[src/inc/dp_slave_defines.vh]
// dp slave sequencer constants: state codes, telegram codes, timing
// assumes inclusion by bare name from logic files
`ifndef DP_SLAVE_DEFINES_VH
`define DP_SLAVE_DEFINES_VH

// ----------------------------------------------------------------
// telegram kinds as decoded by the receiver front end
// ----------------------------------------------------------------
`define TG_NONE 3'h0
`define TG_SET_ADDR 3'h1
`define TG_PARAM 3'h2
`define TG_CONFIG 3'h3
`define TG_GET_CONFIG 3'h4
`define TG_DIAG 3'h5
`define TG_DATA 3'h6
`define TG_READ_IO 3'h7

// ----------------------------------------------------------------
// one-hot sequencer states
// ----------------------------------------------------------------
`define ST_POWER_ON 4'h1
`define ST_WAIT_PRM 4'h2
`define ST_WAIT_CFG 4'h4
`define ST_DATA_EX 4'h8

// ----------------------------------------------------------------
// configuration verdicts from the application
// ----------------------------------------------------------------
`define CFG_OK 2'h0
`define CFG_BAD 2'h1
`define CFG_ADAPT 2'h2

// ----------------------------------------------------------------
// answer kinds and timing
// ----------------------------------------------------------------
`define ANS_NONE 3'h0
`define ANS_ACK 3'h1
`define ANS_REJECT 3'h2
`define ANS_CONFIG 3'h3
`define ANS_DIAG 3'h4
`define ANS_DATA 3'h5
`define ANS_IO 3'h6
`define DIAG_STD_OCTETS 6
// watchdog tick period in ns and the derived cycle count at 100 MHz
`define WD_TICK_NS 10000
`define CLK_NS 10
`define WD_TICK_CYC (`WD_TICK_NS / `CLK_NS)

`endif

[src/logic/dp_slave_state_sequencer.v]
// dp slave protocol sequencer: address, parameter, configuration,
// data exchange, diagnostics, readback and watchdog fallback.
// assumes the receiver front end delivers one decoded telegram per
// tg_valid pulse and the application answers its requests by pulses.
`timescale 1ns/1ps
`include "dp_slave_defines.vh"

module dp_slave_state_sequencer #(
  parameter WD_W = 16,
  parameter ADDR_W = 7,
  parameter LEN_W = 8,
  parameter TICK_CYC = `WD_TICK_CYC
) (
  input wire mclk,
  input wire rst,
  input wire tg_valid,
  input wire [2:0] tg_kind,
  input wire [ADDR_W-1:0] tg_new_addr,
  input wire [WD_W-1:0] tg_wd_value,
  input wire tg_has_user_prm,
  input wire [LEN_W-1:0] tg_in_len,
  input wire [LEN_W-1:0] tg_out_len,
  input wire tg_from_owner,
  input wire prm_ok_internal,
  input wire app_prm_done,
  input wire app_prm_accept,
  input wire app_cfg_done,
  input wire [1:0] app_cfg_verdict,
  input wire [LEN_W-1:0] app_in_len,
  input wire [LEN_W-1:0] app_out_len,
  input wire diag_new,
  input wire diag_is_error,
  input wire [LEN_W-1:0] diag_user_len,
  output reg ans_valid_r,
  output reg [2:0] ans_kind_r,
  output reg [LEN_W-1:0] ans_len_r,
  output reg [7:0] diag_state_octet_r,
  output reg [ADDR_W-1:0] station_addr_r,
  output reg prm_ind_r,
  output reg cfg_ind_r,
  output reg [LEN_W-1:0] cfg_in_len_r,
  output reg [LEN_W-1:0] cfg_out_len_r,
  output reg [LEN_W-1:0] io_in_len_r,
  output reg [LEN_W-1:0] io_out_len_r,
  output reg diag_flag_r,
  output reg diag_err_r,
  output reg [3:0] state_r,
  output reg wd_expired_ev_r
);

  // ------------------------------------------------------------
  // local state
  // ------------------------------------------------------------
  reg [3:0] state_nxt;
  reg prm_pend_r;
  reg cfg_pend_r;
  reg [WD_W-1:0] wd_load_r;
  wire wd_tick;
  wire wd_expired;
  wire wd_arm;
  wire traffic_ok;
  wire tg_prm;
  wire tg_cfg;
  wire [LEN_W-1:0] diag_len;
  // standard octet count at answer width
  localparam [LEN_W-1:0] DIAG_STD = `DIAG_STD_OCTETS;

  assign tg_prm = tg_valid && (tg_kind == `TG_PARAM);
  assign tg_cfg = tg_valid && (tg_kind == `TG_CONFIG);
  // supervision runs once parameters are in
  assign wd_arm = (state_r == `ST_WAIT_CFG) || (state_r == `ST_DATA_EX);
  // in data exchange any telegram retriggers the watchdog; in config wait only config and diag telegrams do
  assign traffic_ok = tg_valid && wd_arm &&
    ((state_r == `ST_DATA_EX) || tg_cfg || (tg_kind == `TG_DIAG));
  // standard octets first, user bytes after them
  assign diag_len = diag_user_len + DIAG_STD;

  // ------------------------------------------------------------
  // helpers
  // ------------------------------------------------------------
  dp_tick_gen #(
    .PERIOD(TICK_CYC)
  ) u_tick (
    .mclk(mclk),
    .rst(rst),
    .tick_r(wd_tick)
  );

  dp_watchdog #(
    .WD_W(WD_W)
  ) u_wd (
    .mclk(mclk),
    .rst(rst),
    .arm(wd_arm),
    .retrig(traffic_ok),
    .load_val(wd_load_r),
    .tick(wd_tick),
    .expired_r(wd_expired)
  );

  // ------------------------------------------------------------
  // next state
  // ------------------------------------------------------------
  always @*
  begin
    state_nxt = state_r;
    case (state_r)
      `ST_POWER_ON:
      begin
        if (tg_valid && tg_kind == `TG_SET_ADDR)
          state_nxt = `ST_WAIT_PRM;
        else if (tg_prm)
          state_nxt = `ST_WAIT_PRM;
      end
      `ST_WAIT_PRM:
      begin
        // app verdict closes the parameter phase
        if (prm_pend_r && app_prm_done && app_prm_accept && prm_ok_internal)
          state_nxt = `ST_WAIT_CFG;
      end
      `ST_WAIT_CFG:
      begin
        if (wd_expired)
          state_nxt = `ST_WAIT_PRM;
        else if (tg_prm)
          state_nxt = `ST_WAIT_PRM;
        else if (cfg_pend_r && app_cfg_done)
        begin
          if (app_cfg_verdict == `CFG_BAD)
            state_nxt = `ST_WAIT_PRM;
          else
            state_nxt = `ST_DATA_EX;
        end
      end
      `ST_DATA_EX:
      begin
        if (wd_expired)
          state_nxt = `ST_WAIT_PRM;
        else if (tg_prm)
          state_nxt = `ST_WAIT_PRM;
        else if (tg_cfg)
          state_nxt = `ST_WAIT_CFG;
      end
      default:
        state_nxt = `ST_POWER_ON;
    endcase
  end

  // ------------------------------------------------------------
  // state, pending phases, application indications
  // ------------------------------------------------------------
  always @(posedge mclk or posedge rst)
  begin
    if (rst)
    begin
      state_r <= `ST_POWER_ON;
      prm_pend_r <= 1'b0;
      cfg_pend_r <= 1'b0;
      prm_ind_r <= 1'b0;
      cfg_ind_r <= 1'b0;
      wd_load_r <= {WD_W{1'b0}};
      station_addr_r <= {ADDR_W{1'b0}};
      cfg_in_len_r <= {LEN_W{1'b0}};
      cfg_out_len_r <= {LEN_W{1'b0}};
      io_in_len_r <= {LEN_W{1'b0}};
      io_out_len_r <= {LEN_W{1'b0}};
      wd_expired_ev_r <= 1'b0;
    end
    else
    begin
      state_r <= state_nxt;
      prm_ind_r <= 1'b0;
      cfg_ind_r <= 1'b0;
      wd_expired_ev_r <= wd_expired;
      if (state_r == `ST_POWER_ON && tg_valid && tg_kind == `TG_SET_ADDR)
        station_addr_r <= tg_new_addr;
      // a new parameter set wins over an app verdict in the same cycle for prm_pend_r; state_nxt still follows the verdict
      if (tg_prm)
      begin
        wd_load_r <= tg_wd_value;
        prm_pend_r <= 1'b1;
        cfg_pend_r <= 1'b0;
        prm_ind_r <= tg_has_user_prm;
      end
      else if (prm_pend_r && app_prm_done)
        prm_pend_r <= 1'b0;
      if (tg_cfg && (state_r == `ST_WAIT_CFG || state_r == `ST_DATA_EX))
      begin
        cfg_pend_r <= 1'b1;
        cfg_ind_r <= 1'b1;
        cfg_in_len_r <= tg_in_len;
        cfg_out_len_r <= tg_out_len;
      end
      else if (cfg_pend_r && app_cfg_done)
      begin
        cfg_pend_r <= 1'b0;
        if (app_cfg_verdict == `CFG_ADAPT)
        begin
          io_in_len_r <= app_in_len;
          io_out_len_r <= app_out_len;
        end
        else if (app_cfg_verdict == `CFG_OK)
        begin
          io_in_len_r <= cfg_in_len_r;
          io_out_len_r <= cfg_out_len_r;
        end
      end
      if (state_nxt == `ST_WAIT_PRM && state_r != `ST_WAIT_PRM)
        cfg_pend_r <= 1'b0;
    end
  end

  // ------------------------------------------------------------
  // diagnostics flag: a new report wins over the read that clears
  // ------------------------------------------------------------
  always @(posedge mclk or posedge rst)
  begin
    if (rst)
    begin
      diag_flag_r <= 1'b0;
      diag_err_r <= 1'b0;
    end
    else if (diag_new)
    begin
      diag_flag_r <= 1'b1;
      diag_err_r <= diag_is_error;
    end
    else if (tg_valid && tg_kind == `TG_DIAG)
    begin
      diag_flag_r <= 1'b0;
      diag_err_r <= 1'b0;
    end
  end

  // ------------------------------------------------------------
  // answers; owner is not checked for readbacks and diagnostics
  // ------------------------------------------------------------
  always @(posedge mclk or posedge rst)
  begin
    if (rst)
    begin
      ans_valid_r <= 1'b0;
      ans_kind_r <= `ANS_NONE;
      ans_len_r <= {LEN_W{1'b0}};
      diag_state_octet_r <= 8'h00;
    end
    else
    begin
      ans_valid_r <= tg_valid;
      ans_kind_r <= `ANS_NONE;
      ans_len_r <= {LEN_W{1'b0}};
      diag_state_octet_r <= {diag_err_r, diag_flag_r, 2'h0, state_r};
      if (tg_valid)
      begin
        case (tg_kind)
          `TG_DIAG:
          begin
            ans_kind_r <= `ANS_DIAG;
            ans_len_r <= diag_len;
          end
          `TG_GET_CONFIG:
          begin
            ans_kind_r <= `ANS_CONFIG;
            ans_len_r <= io_in_len_r + io_out_len_r;
          end
          `TG_PARAM:
            ans_kind_r <= `ANS_ACK;
          `TG_SET_ADDR:
            ans_kind_r <= (state_r == `ST_POWER_ON) ? `ANS_ACK : `ANS_NONE;
          `TG_CONFIG:
            ans_kind_r <= (state_r == `ST_WAIT_PRM) ? `ANS_REJECT : `ANS_ACK;
          `TG_DATA:
          begin
            if (state_r == `ST_DATA_EX && tg_from_owner)
            begin
              ans_kind_r <= `ANS_DATA;
              ans_len_r <= io_in_len_r;
            end
            else
              ans_kind_r <= `ANS_REJECT;
          end
          `TG_READ_IO:
          begin
            if (state_r == `ST_DATA_EX)
            begin
              ans_kind_r <= `ANS_IO;
              ans_len_r <= io_in_len_r + io_out_len_r;
            end
            else
              ans_kind_r <= `ANS_REJECT;
          end
          default:
            ans_kind_r <= `ANS_REJECT;
        endcase
      end
    end
  end

endmodule

[src/logic/dp_tick_gen.v]
// tick generator: one-cycle strobe every PERIOD clocks
// assumes mclk at 100 MHz
`timescale 1ns/1ps
`include "dp_slave_defines.vh"

module dp_tick_gen #(
  parameter PERIOD = `WD_TICK_CYC
) (
  input wire mclk,
  input wire rst,
  output reg tick_r
);

  reg [15:0] cnt_r;

  // ------------------------------------------------------------
  // free-running divider
  // ------------------------------------------------------------
  always @(posedge mclk or posedge rst)
  begin
    if (rst)
    begin
      cnt_r <= 16'h0000;
      tick_r <= 1'b0;
    end
    else if (cnt_r == PERIOD[15:0] - 16'h0001)
    begin
      cnt_r <= 16'h0000;
      tick_r <= 1'b1;
    end
    else
    begin
      cnt_r <= cnt_r + 16'h0001;
      tick_r <= 1'b0;
    end
  end

endmodule

[src/logic/dp_watchdog.v]
// response watchdog: loads a tick count, counts down, flags expiry
// assumes a free-running tick strobe from the parent
`timescale 1ns/1ps
`include "dp_slave_defines.vh"

module dp_watchdog #(
  parameter WD_W = 16
) (
  input wire mclk,
  input wire rst,
  input wire arm,
  input wire retrig,
  input wire [WD_W-1:0] load_val,
  input wire tick,
  output reg expired_r
);

  reg [WD_W-1:0] count_r;
  reg running_r;

  // ------------------------------------------------------------
  // countdown; a zero load value disables supervision
  // ------------------------------------------------------------
  always @(posedge mclk or posedge rst)
  begin
    if (rst)
    begin
      count_r <= {WD_W{1'b0}};
      running_r <= 1'b0;
      expired_r <= 1'b0;
    end
    else
    begin
      expired_r <= 1'b0;
      // disarmed: preload, so supervision runs from the full count once armed
      // even if no telegram ever arrives to retrigger it
      if (!arm)
      begin
        running_r <= (load_val != {WD_W{1'b0}});
        count_r <= load_val;
      end
      else if (retrig)
      begin
        count_r <= load_val;
        running_r <= (load_val != {WD_W{1'b0}});
      end
      else if (running_r && tick)
      begin
        if (count_r <= {{(WD_W-1){1'b0}}, 1'b1})
        begin
          expired_r <= 1'b1;
          running_r <= 1'b0;
        end
        else
          count_r <= count_r - {{(WD_W-1){1'b0}}, 1'b1};
      end
    end
  end

endmodule

[config.mk]
export PLATFORM = sky130hd
export DESIGN_NAME = dp_slave_state_sequencer
export DESIGN_NICKNAME = d
export VERILOG_FILES = /design/src/logic/dp_slave_state_sequencer.v /design/src/logic/dp_tick_gen.v /design/src/logic/dp_watchdog.v
export VERILOG_INCLUDE_DIRS = /design/src /design/src/inc
export SDC_FILE = /design/constraint.sdc
export NUM_CORES = 1
export LEC_CHECK = 0
export BUFFER_PORTS_ARGS = -buffer_cell sky130_fd_sc_hd__buf_2
export CORE_AREA = 2 2 184 96
export CTS_BUF_LIST = sky130_fd_sc_hd__clkbuf_4 sky130_fd_sc_hd__clkbuf_8
export DETAILED_ROUTE_END_ITERATION = 12
export DIE_AREA = 0 0 186 98
export GPL_ROUTABILITY_DRIVEN = 0
export PLACE_DENSITY = 0.6
export SYNTH_ARGS = -nofsm -noshare
export SYNTH_HDL_FRONTEND = slang
export SYNTH_SLANG_ARGS = --single-unit
[constraint.sdc]
create_clock -name mclk -period 3.78 [get_ports mclk]
set_input_delay 0.189 -clock mclk [delete_from_list [all_inputs] [get_ports mclk]]
set_output_delay 0.189 -clock mclk [all_outputs]
set_load 0.01 [all_outputs]
After elaboration in Yosys (flattened, before gate mapping)
Cells that the tools add are included.
W data, S select, Z words.
{ "totals": {"wordCells": 126, "output_inout_bits": 68, "input_bits": 79, "reg_bits": 119} }
{ "classes": {"mux": 50, "reduce_logical": 28, "eq_ne": 19, "order_cmp": 1, "bitwise": 1, "n_addsub": 4} }
{ "op_table": {"columns": ["op", "n"], "rows": [
  ["$mux W16", 5],
  ["$mux W8", 7],
  ["$mux W4", 10],
  ["$pmux W8 S4", 1],
  ["$mux W1", 21],
  ["$pmux W3 S7", 1],
  ["$add A16 B1 Y16 const B", 1],
  ["$eq A16 B10 Y1 const B", 1],
  ["$le A16 B1 Y1 const B", 1],
  ["$logic_and A1 B1 Y1", 16],
  ["$pmux W4 S4", 1],
  ["$reduce_bool A16 Y1", 1],
  ["$sub A16 B1 Y16 const B", 1],
  ["$eq A3 B3 Y1 const B", 4],
  ["$mux W3", 3],
  ["$ne A3 B3 Y1 const B", 3],
  ["$add A8 B3 Y8 const B", 1],
  ["$add A8 B8 Y8", 1],
  ["$eq A4 B2 Y1 const B", 2],
  ["$eq A3 B2 Y1 const B", 2],
  ["$reduce_bool A2 Y1", 3],
  ["$eq A4 B1 Y1 const B", 1],
  ["$eq A4 B3 Y1 const B", 1],
  ["$eq A4 B4 Y1 const B", 1],
  ["11 further kinds", 14]
]} }

Logic depth before layout (Yosys ltp)
{ "depth": {"ltp_word": 9, "ltp_mapped": 7, "ltp_nobuf": 7} }

Modules after synthesis
From an unflattened synthesis, not the netlist that was laid out.
{ "unflattened": {"cells_unflattened": 562, "hier_area_um2": 5846.9} }
{ "by_module_without_submodules": {"columns": ["mod", "area_per_inst_um2", "cells_per_inst", "instances"], "rows": [
  ["dp_slave_state_sequencer", 3878.7, 359, 1],
  ["dp_watchdog", 1146.1, 130, 1],
  ["dp_tick_gen", 822.0, 73, 1]
]} }

Worst setup path before layout
Ideal clock, no wire load.
{ "synth_timing": {"kind": "reg-to-reg", "start": "reg io_in_len_r[0]", "end": "reg ans_len_r[4]", "path_slack_ns": 1.855, "period_less_slack_ns": 1.925, "path_stages_with_launch": 8, "arrival_ns": 1.796, "path_cell_list": "dfrtp_1 ha_1 fa_1 a21o_1 a21oi_1 xnor2_1 a222oi_1 nor2_1"} }
{ "synth_between": {"elab_chain_cells": 4} }
{ "synth_lines": {"columns": ["element", "line", "rtl"], "rows": [
  ["from (decl)", "dp_slave_state_sequencer.v:43", "output reg [LEN_W-1:0] io_in_len_r,"],
  ["from (signal assigned)", "dp_slave_state_sequencer.v:165", "io_in_len_r <= {LEN_W{1'b0}};"],
  ["from (signal assigned)", "dp_slave_state_sequencer.v:199", "io_in_len_r <= app_in_len;"],
  ["from (signal assigned)", "dp_slave_state_sequencer.v:204", "io_in_len_r <= cfg_in_len_r;"],
  ["$add A8 B8 Y8 (*)", "dp_slave_state_sequencer.v:264, dp_slave_state_sequencer.v:287", null],
  ["$mux W8", "dp_slave_state_sequencer.v:284", "if (state_r == `ST_DATA_EX)"],
  ["$pmux W8 S4 (*)", "dp_slave_state_sequencer.v:255", "case (tg_kind)"],
  ["$mux W8 (*)", "dp_slave_state_sequencer.v:253", "if (tg_valid)"],
  ["to (signal assigned)", "dp_slave_state_sequencer.v:259", "ans_len_r <= diag_len;"],
  ["to (signal assigned)", "dp_slave_state_sequencer.v:264", "ans_len_r <= io_in_len_r + io_out_len_r;"],
  ["to (signal assigned)", "dp_slave_state_sequencer.v:287", "ans_len_r <= io_in_len_r + io_out_len_r;"],
  ["to (decl)", "dp_slave_state_sequencer.v:36", "output reg [LEN_W-1:0] ans_len_r,"]
]} }
Every way passes the cells marked *; elsewhere a longest branch is shown, timed or not.
A chain may end at the register's enable or synchronous reset.

Final worst setup path
{ "layout_timing": {"start": "reg u_wd.count_r[12]", "end": "reg u_wd.count_r[1]"} }
{ "layout_between": {"elab_chain_cells": 3} }
{ "layout_lines": {"columns": ["element", "line", "rtl"], "rows": [
  ["from (decl)", "dp_watchdog.v:18", "reg [WD_W-1:0] count_r;"],
  ["from (signal assigned)", "dp_watchdog.v:28", "count_r <= {WD_W{1'b0}};"],
  ["from (signal assigned)", "dp_watchdog.v:40", "count_r <= load_val;"],
  ["from (signal assigned)", "dp_watchdog.v:44", "count_r <= load_val;"],
  ["$le A16 B1 Y1", "dp_watchdog.v:49", "if (count_r <= {{(WD_W-1){1'b0}}, 1'b1})"],
  ["$ne A3 B3 Y1 (no line)", null, null],
  ["$reduce_and A2 Y1 (no line)", null, null]
]} }
No other way between the ends.

==> impl_metrics.env <==
export IMPL_overflow=0
export IMPL_slew_headroom_pct=26.4
export IMPL_tightest_slew_ns=1.10
export IMPL_cts_resized=0
export IMPL_leakage_nw=3.65
export IMPL_tritoncts="yes"
export IMPL_p_per_area_nw_per_um2=426
export IMPL_hpwl_mm=11.5
export IMPL_setup_ws_ns=1.62
export IMPL_post_drt_wl_per_cell_um=16.6
export IMPL_layout_commonest_cell="buf_2"
export IMPL_peakVddDrop_uv=300
export IMPL_clock_path_buffers=2
export IMPL_postLayoutCellArea_um2=7530
export IMPL_die_area_um2=18200
export IMPL_stdcell_count=949
export IMPL_area_growth_pct=31.7
export IMPL_yosys_warnings=0
export IMPL_hold_path_class="in -> reg"
export IMPL_drt_iter0_markers=420
export IMPL_mostFrequentLayoutCells="buf_2, dfrtp_1, dlygate4sd3_1, nand2_1"
export IMPL_ant_nets=0
export IMPL_wirelength_mm=15.8
export IMPL_core_region_area_um2=16800
export IMPL_diodes=0
export IMPL_htree_num_levels=4
export IMPL_rows=34
export IMPL_hold_viol_final=0
export IMPL_grt_usage_pct=18.2
export IMPL_status="complete, no violations"
export IMPL_rsz0062_at_grt="no"
export IMPL_fmax_mhz=463
export IMPL_clock_sinks=119
export IMPL_yosysUniqueCellTypes=61
export IMPL_crit_chain="nor4_1 > o211a_1 > a21oi_1 > mux2i_1 > mux2_2"
export IMPL_final_util_pct=44.8
export IMPL_io_pins=147
export IMPL_chipHeight_um=98
export IMPL_finalPower_mw=3.20
export IMPL_regArea_um2=2980
export IMPL_crit_slowest_cell="nor4_1"
export IMPL_clock_skew_ns=0.0183
export IMPL_synthCells=511
export IMPL_busiest_layer="met1"
export IMPL_synthFlopType="dfrtp_1"
export IMPL_met1_usage_pct=27.0
export IMPL_setup_tns_ns=0
export IMPL_grt_pass1_vias=4717
export IMPL_grt_met3_usage_pct=7.09
export IMPL_fin_nets=794
export IMPL_drive_above_1_share_pct=32.4
export IMPL_dp_cells=874
export IMPL_fillers=1593
export IMPL_antenna_found_initial=0
export IMPL_clock_latency_ns=0.44
export IMPL_portBuffers=144
export IMPL_synth_seq_cells=119
export IMPL_met2_usage_pct=24.6
export IMPL_slowest_delay_ns=0.58
export IMPL_placed_area_um2=6690
export IMPL_cts_root_buf="clkbuf_8"
export IMPL_multi_input_area_um2=2610
export IMPL_crit_path_max_fanout=11
export IMPL_finalSetupViolations=0
export IMPL_cp_start_kind="register"
export IMPL_routed_via_count=4695
export IMPL_avgSynthCellArea_um2=11.2
export IMPL_grt_pass1_wl_mm=25.2
export IMPL_crit_path_end_kind="register"
export IMPL_arrival_ns=2.48
export IMPL_path_class="reg -> reg"
export IMPL_drc=0
export IMPL_start_util_pct=34.0
export IMPL_fp_dieW_um=186
export IMPL_holdWs_ns=0.0341
export IMPL_grt_max_degree=72
export IMPL_firstDrtPassIters=6
export IMPL_timing_final_crit_share_pct=57.1
export IMPL_synth_edf_count=0
export IMPL_final_min_clock_period_ns=2.16
export IMPL_clkTransAtPathRegs_ns=0.08
export IMPL_cp_required_ns=4.11
export IMPL_critPathBufInv=0
export IMPL_synthesis_area_um2=5720
export IMPL_seq_area_frac_synth_pct=52.1
export IMPL_critPathTopFamily="compound AO/OA/AOI/OAI gates"
export IMPL_pre_cts_ws_ns=1.66
export IMPL_synthArstFlopShare_pct=100
export IMPL_maxCapViolations=0
export IMPL_slew_violations=0
export IMPL_cts_buffers=17
export IMPL_vias_per_cell=4.95
[cells by family (layout without fill, tap and decap cells)]
logic type / count (synthesis) / after routing / share of synthesized area [%]
AND/OR/NAND/NOR: 164 / 164 / 15.9
flip-flops: 119 / 119 / 52.1
AO/OA/AOI/OAI: 86 / 86 / 9.70
multiplexers: 58 / 58 / 11.0
XOR/XNOR: 37 / 37 / 5.67
buffers and inverters: 34 / 237 / 2.71
adder cells (fa/ha/maj): 12 / 12 / 2.76
other: 1 / 2 / 0.0656
[cells in the mapped netlist (3+ instances only)]
| library cell | n | area (µm²) |
|---|---|---|
| a211oi_1 | 3 | 22.5 |
| a21o_1 | 5 | 37.5 |
| a21oi_1 | 29 | 145 |
| a222oi_1 | 5 | 50.1 |
| a22oi_1 | 3 | 22.5 |
| and3b_1 | 4 | 35.0 |
| and4_1 | 3 | 26.3 |
| buf_2 | 7 | 35.0 |
| buf_4 | 3 | 22.5 |
| clkbuf_1 | 10 | 37.5 |
| dfrtp_1 | 118 | 2950 |
| ha_1 | 11 | 138 |
| inv_1 | 12 | 45.0 |
| mux2_2 | 40 | 450 |
| mux2i_1 | 18 | 180 |
| nand2_1 | 41 | 154 |
| nand3_1 | 14 | 70.1 |
| nand4_1 | 9 | 56.3 |
| nand4b_1 | 3 | 26.3 |
| nor2_1 | 40 | 150 |
| nor2b_1 | 5 | 31.3 |
| nor3_1 | 11 | 55.1 |
| nor4_1 | 10 | 62.6 |
| nor4b_1 | 3 | 26.3 |
| o21a_1 | 3 | 22.5 |
| o21ai_0 | 19 | 95.1 |
| or3_1 | 3 | 18.8 |
| xnor2_1 | 22 | 193 |
| xor2_1 | 15 | 131 |
[state kept, by name, summed over array words and instances, names as in the netlist, 3 cells and up]
register and cells:
cfg_in_len_r 8, io_in_len_r 8, ans_kind_r 3, wd_load_r 16, u_wd.count_r 16, u_tick.cnt_r 16
station_addr_r 7, diag_state_octet_r 6, ans_len_r 8, cfg_out_len_r 8, io_out_len_r 8, state_r 4
[final timing paths]
check	from	end	slack (ns)	cells past startpoint
worst max-delay path	u_wd.count_r[12]	u_wd.count_r[1]	1.62	5
worst min-delay path	app_prm_done	prm_pend_r	0.03	3
worst max register to register	u_wd.count_r[12]	u_wd.count_r[1]	1.62	5
worst min register to register	diag_err_r	diag_state_octet_r[7]	0.41	0
max in group asynchronous	rst	state_r[0]	2.34	4
min in group asynchronous	rst	cfg_in_len_r[7]	0.50	3
[what timing repair did]
action,in CTS,in global routing
setup endpoints to repair,0,0
hold buffers,44,0
setup buffers,0,0
endpoints found under the hold margin,112,0
[tightest hold or removal path: stages]
cell,delay (ns)
buf_2,0.10
inv_1,0.04
a21o_1,0.10
[area by class of cell]
type	instances	share of cell area (%)
Clock inverter	11	1.66
Sequential cell	119	39.6
Tap cell	234	3.89
Multi-Input combinational cell	359	34.6
Timing Repair Buffer	194	16.0
Inverter	12	0.632
Clock buffer	20	3.57
[metal layers]
metal | share of wire [%] | vias up
met5 | 0 | -
met4 | 1.1 | 0
met3 | 9.6 | 17
met2 | 40 | 209
met1 | 50 | 2250
li1 | - | 2219
[power by group]
| part | switching [mW] | total (mW) | internal (mW) | leakage, nW |
|---|---|---|---|---|
| Clock | 0.534 | 1.16 | 0.626 | 0.198 |
| Sequential | 0.126 | 1.54 | 1.42 | 1.54 |
| Combinational | 0.248 | 0.500 | 0.253 | 1.92 |
No activity file was read; power rests on OpenSTA's default activity.
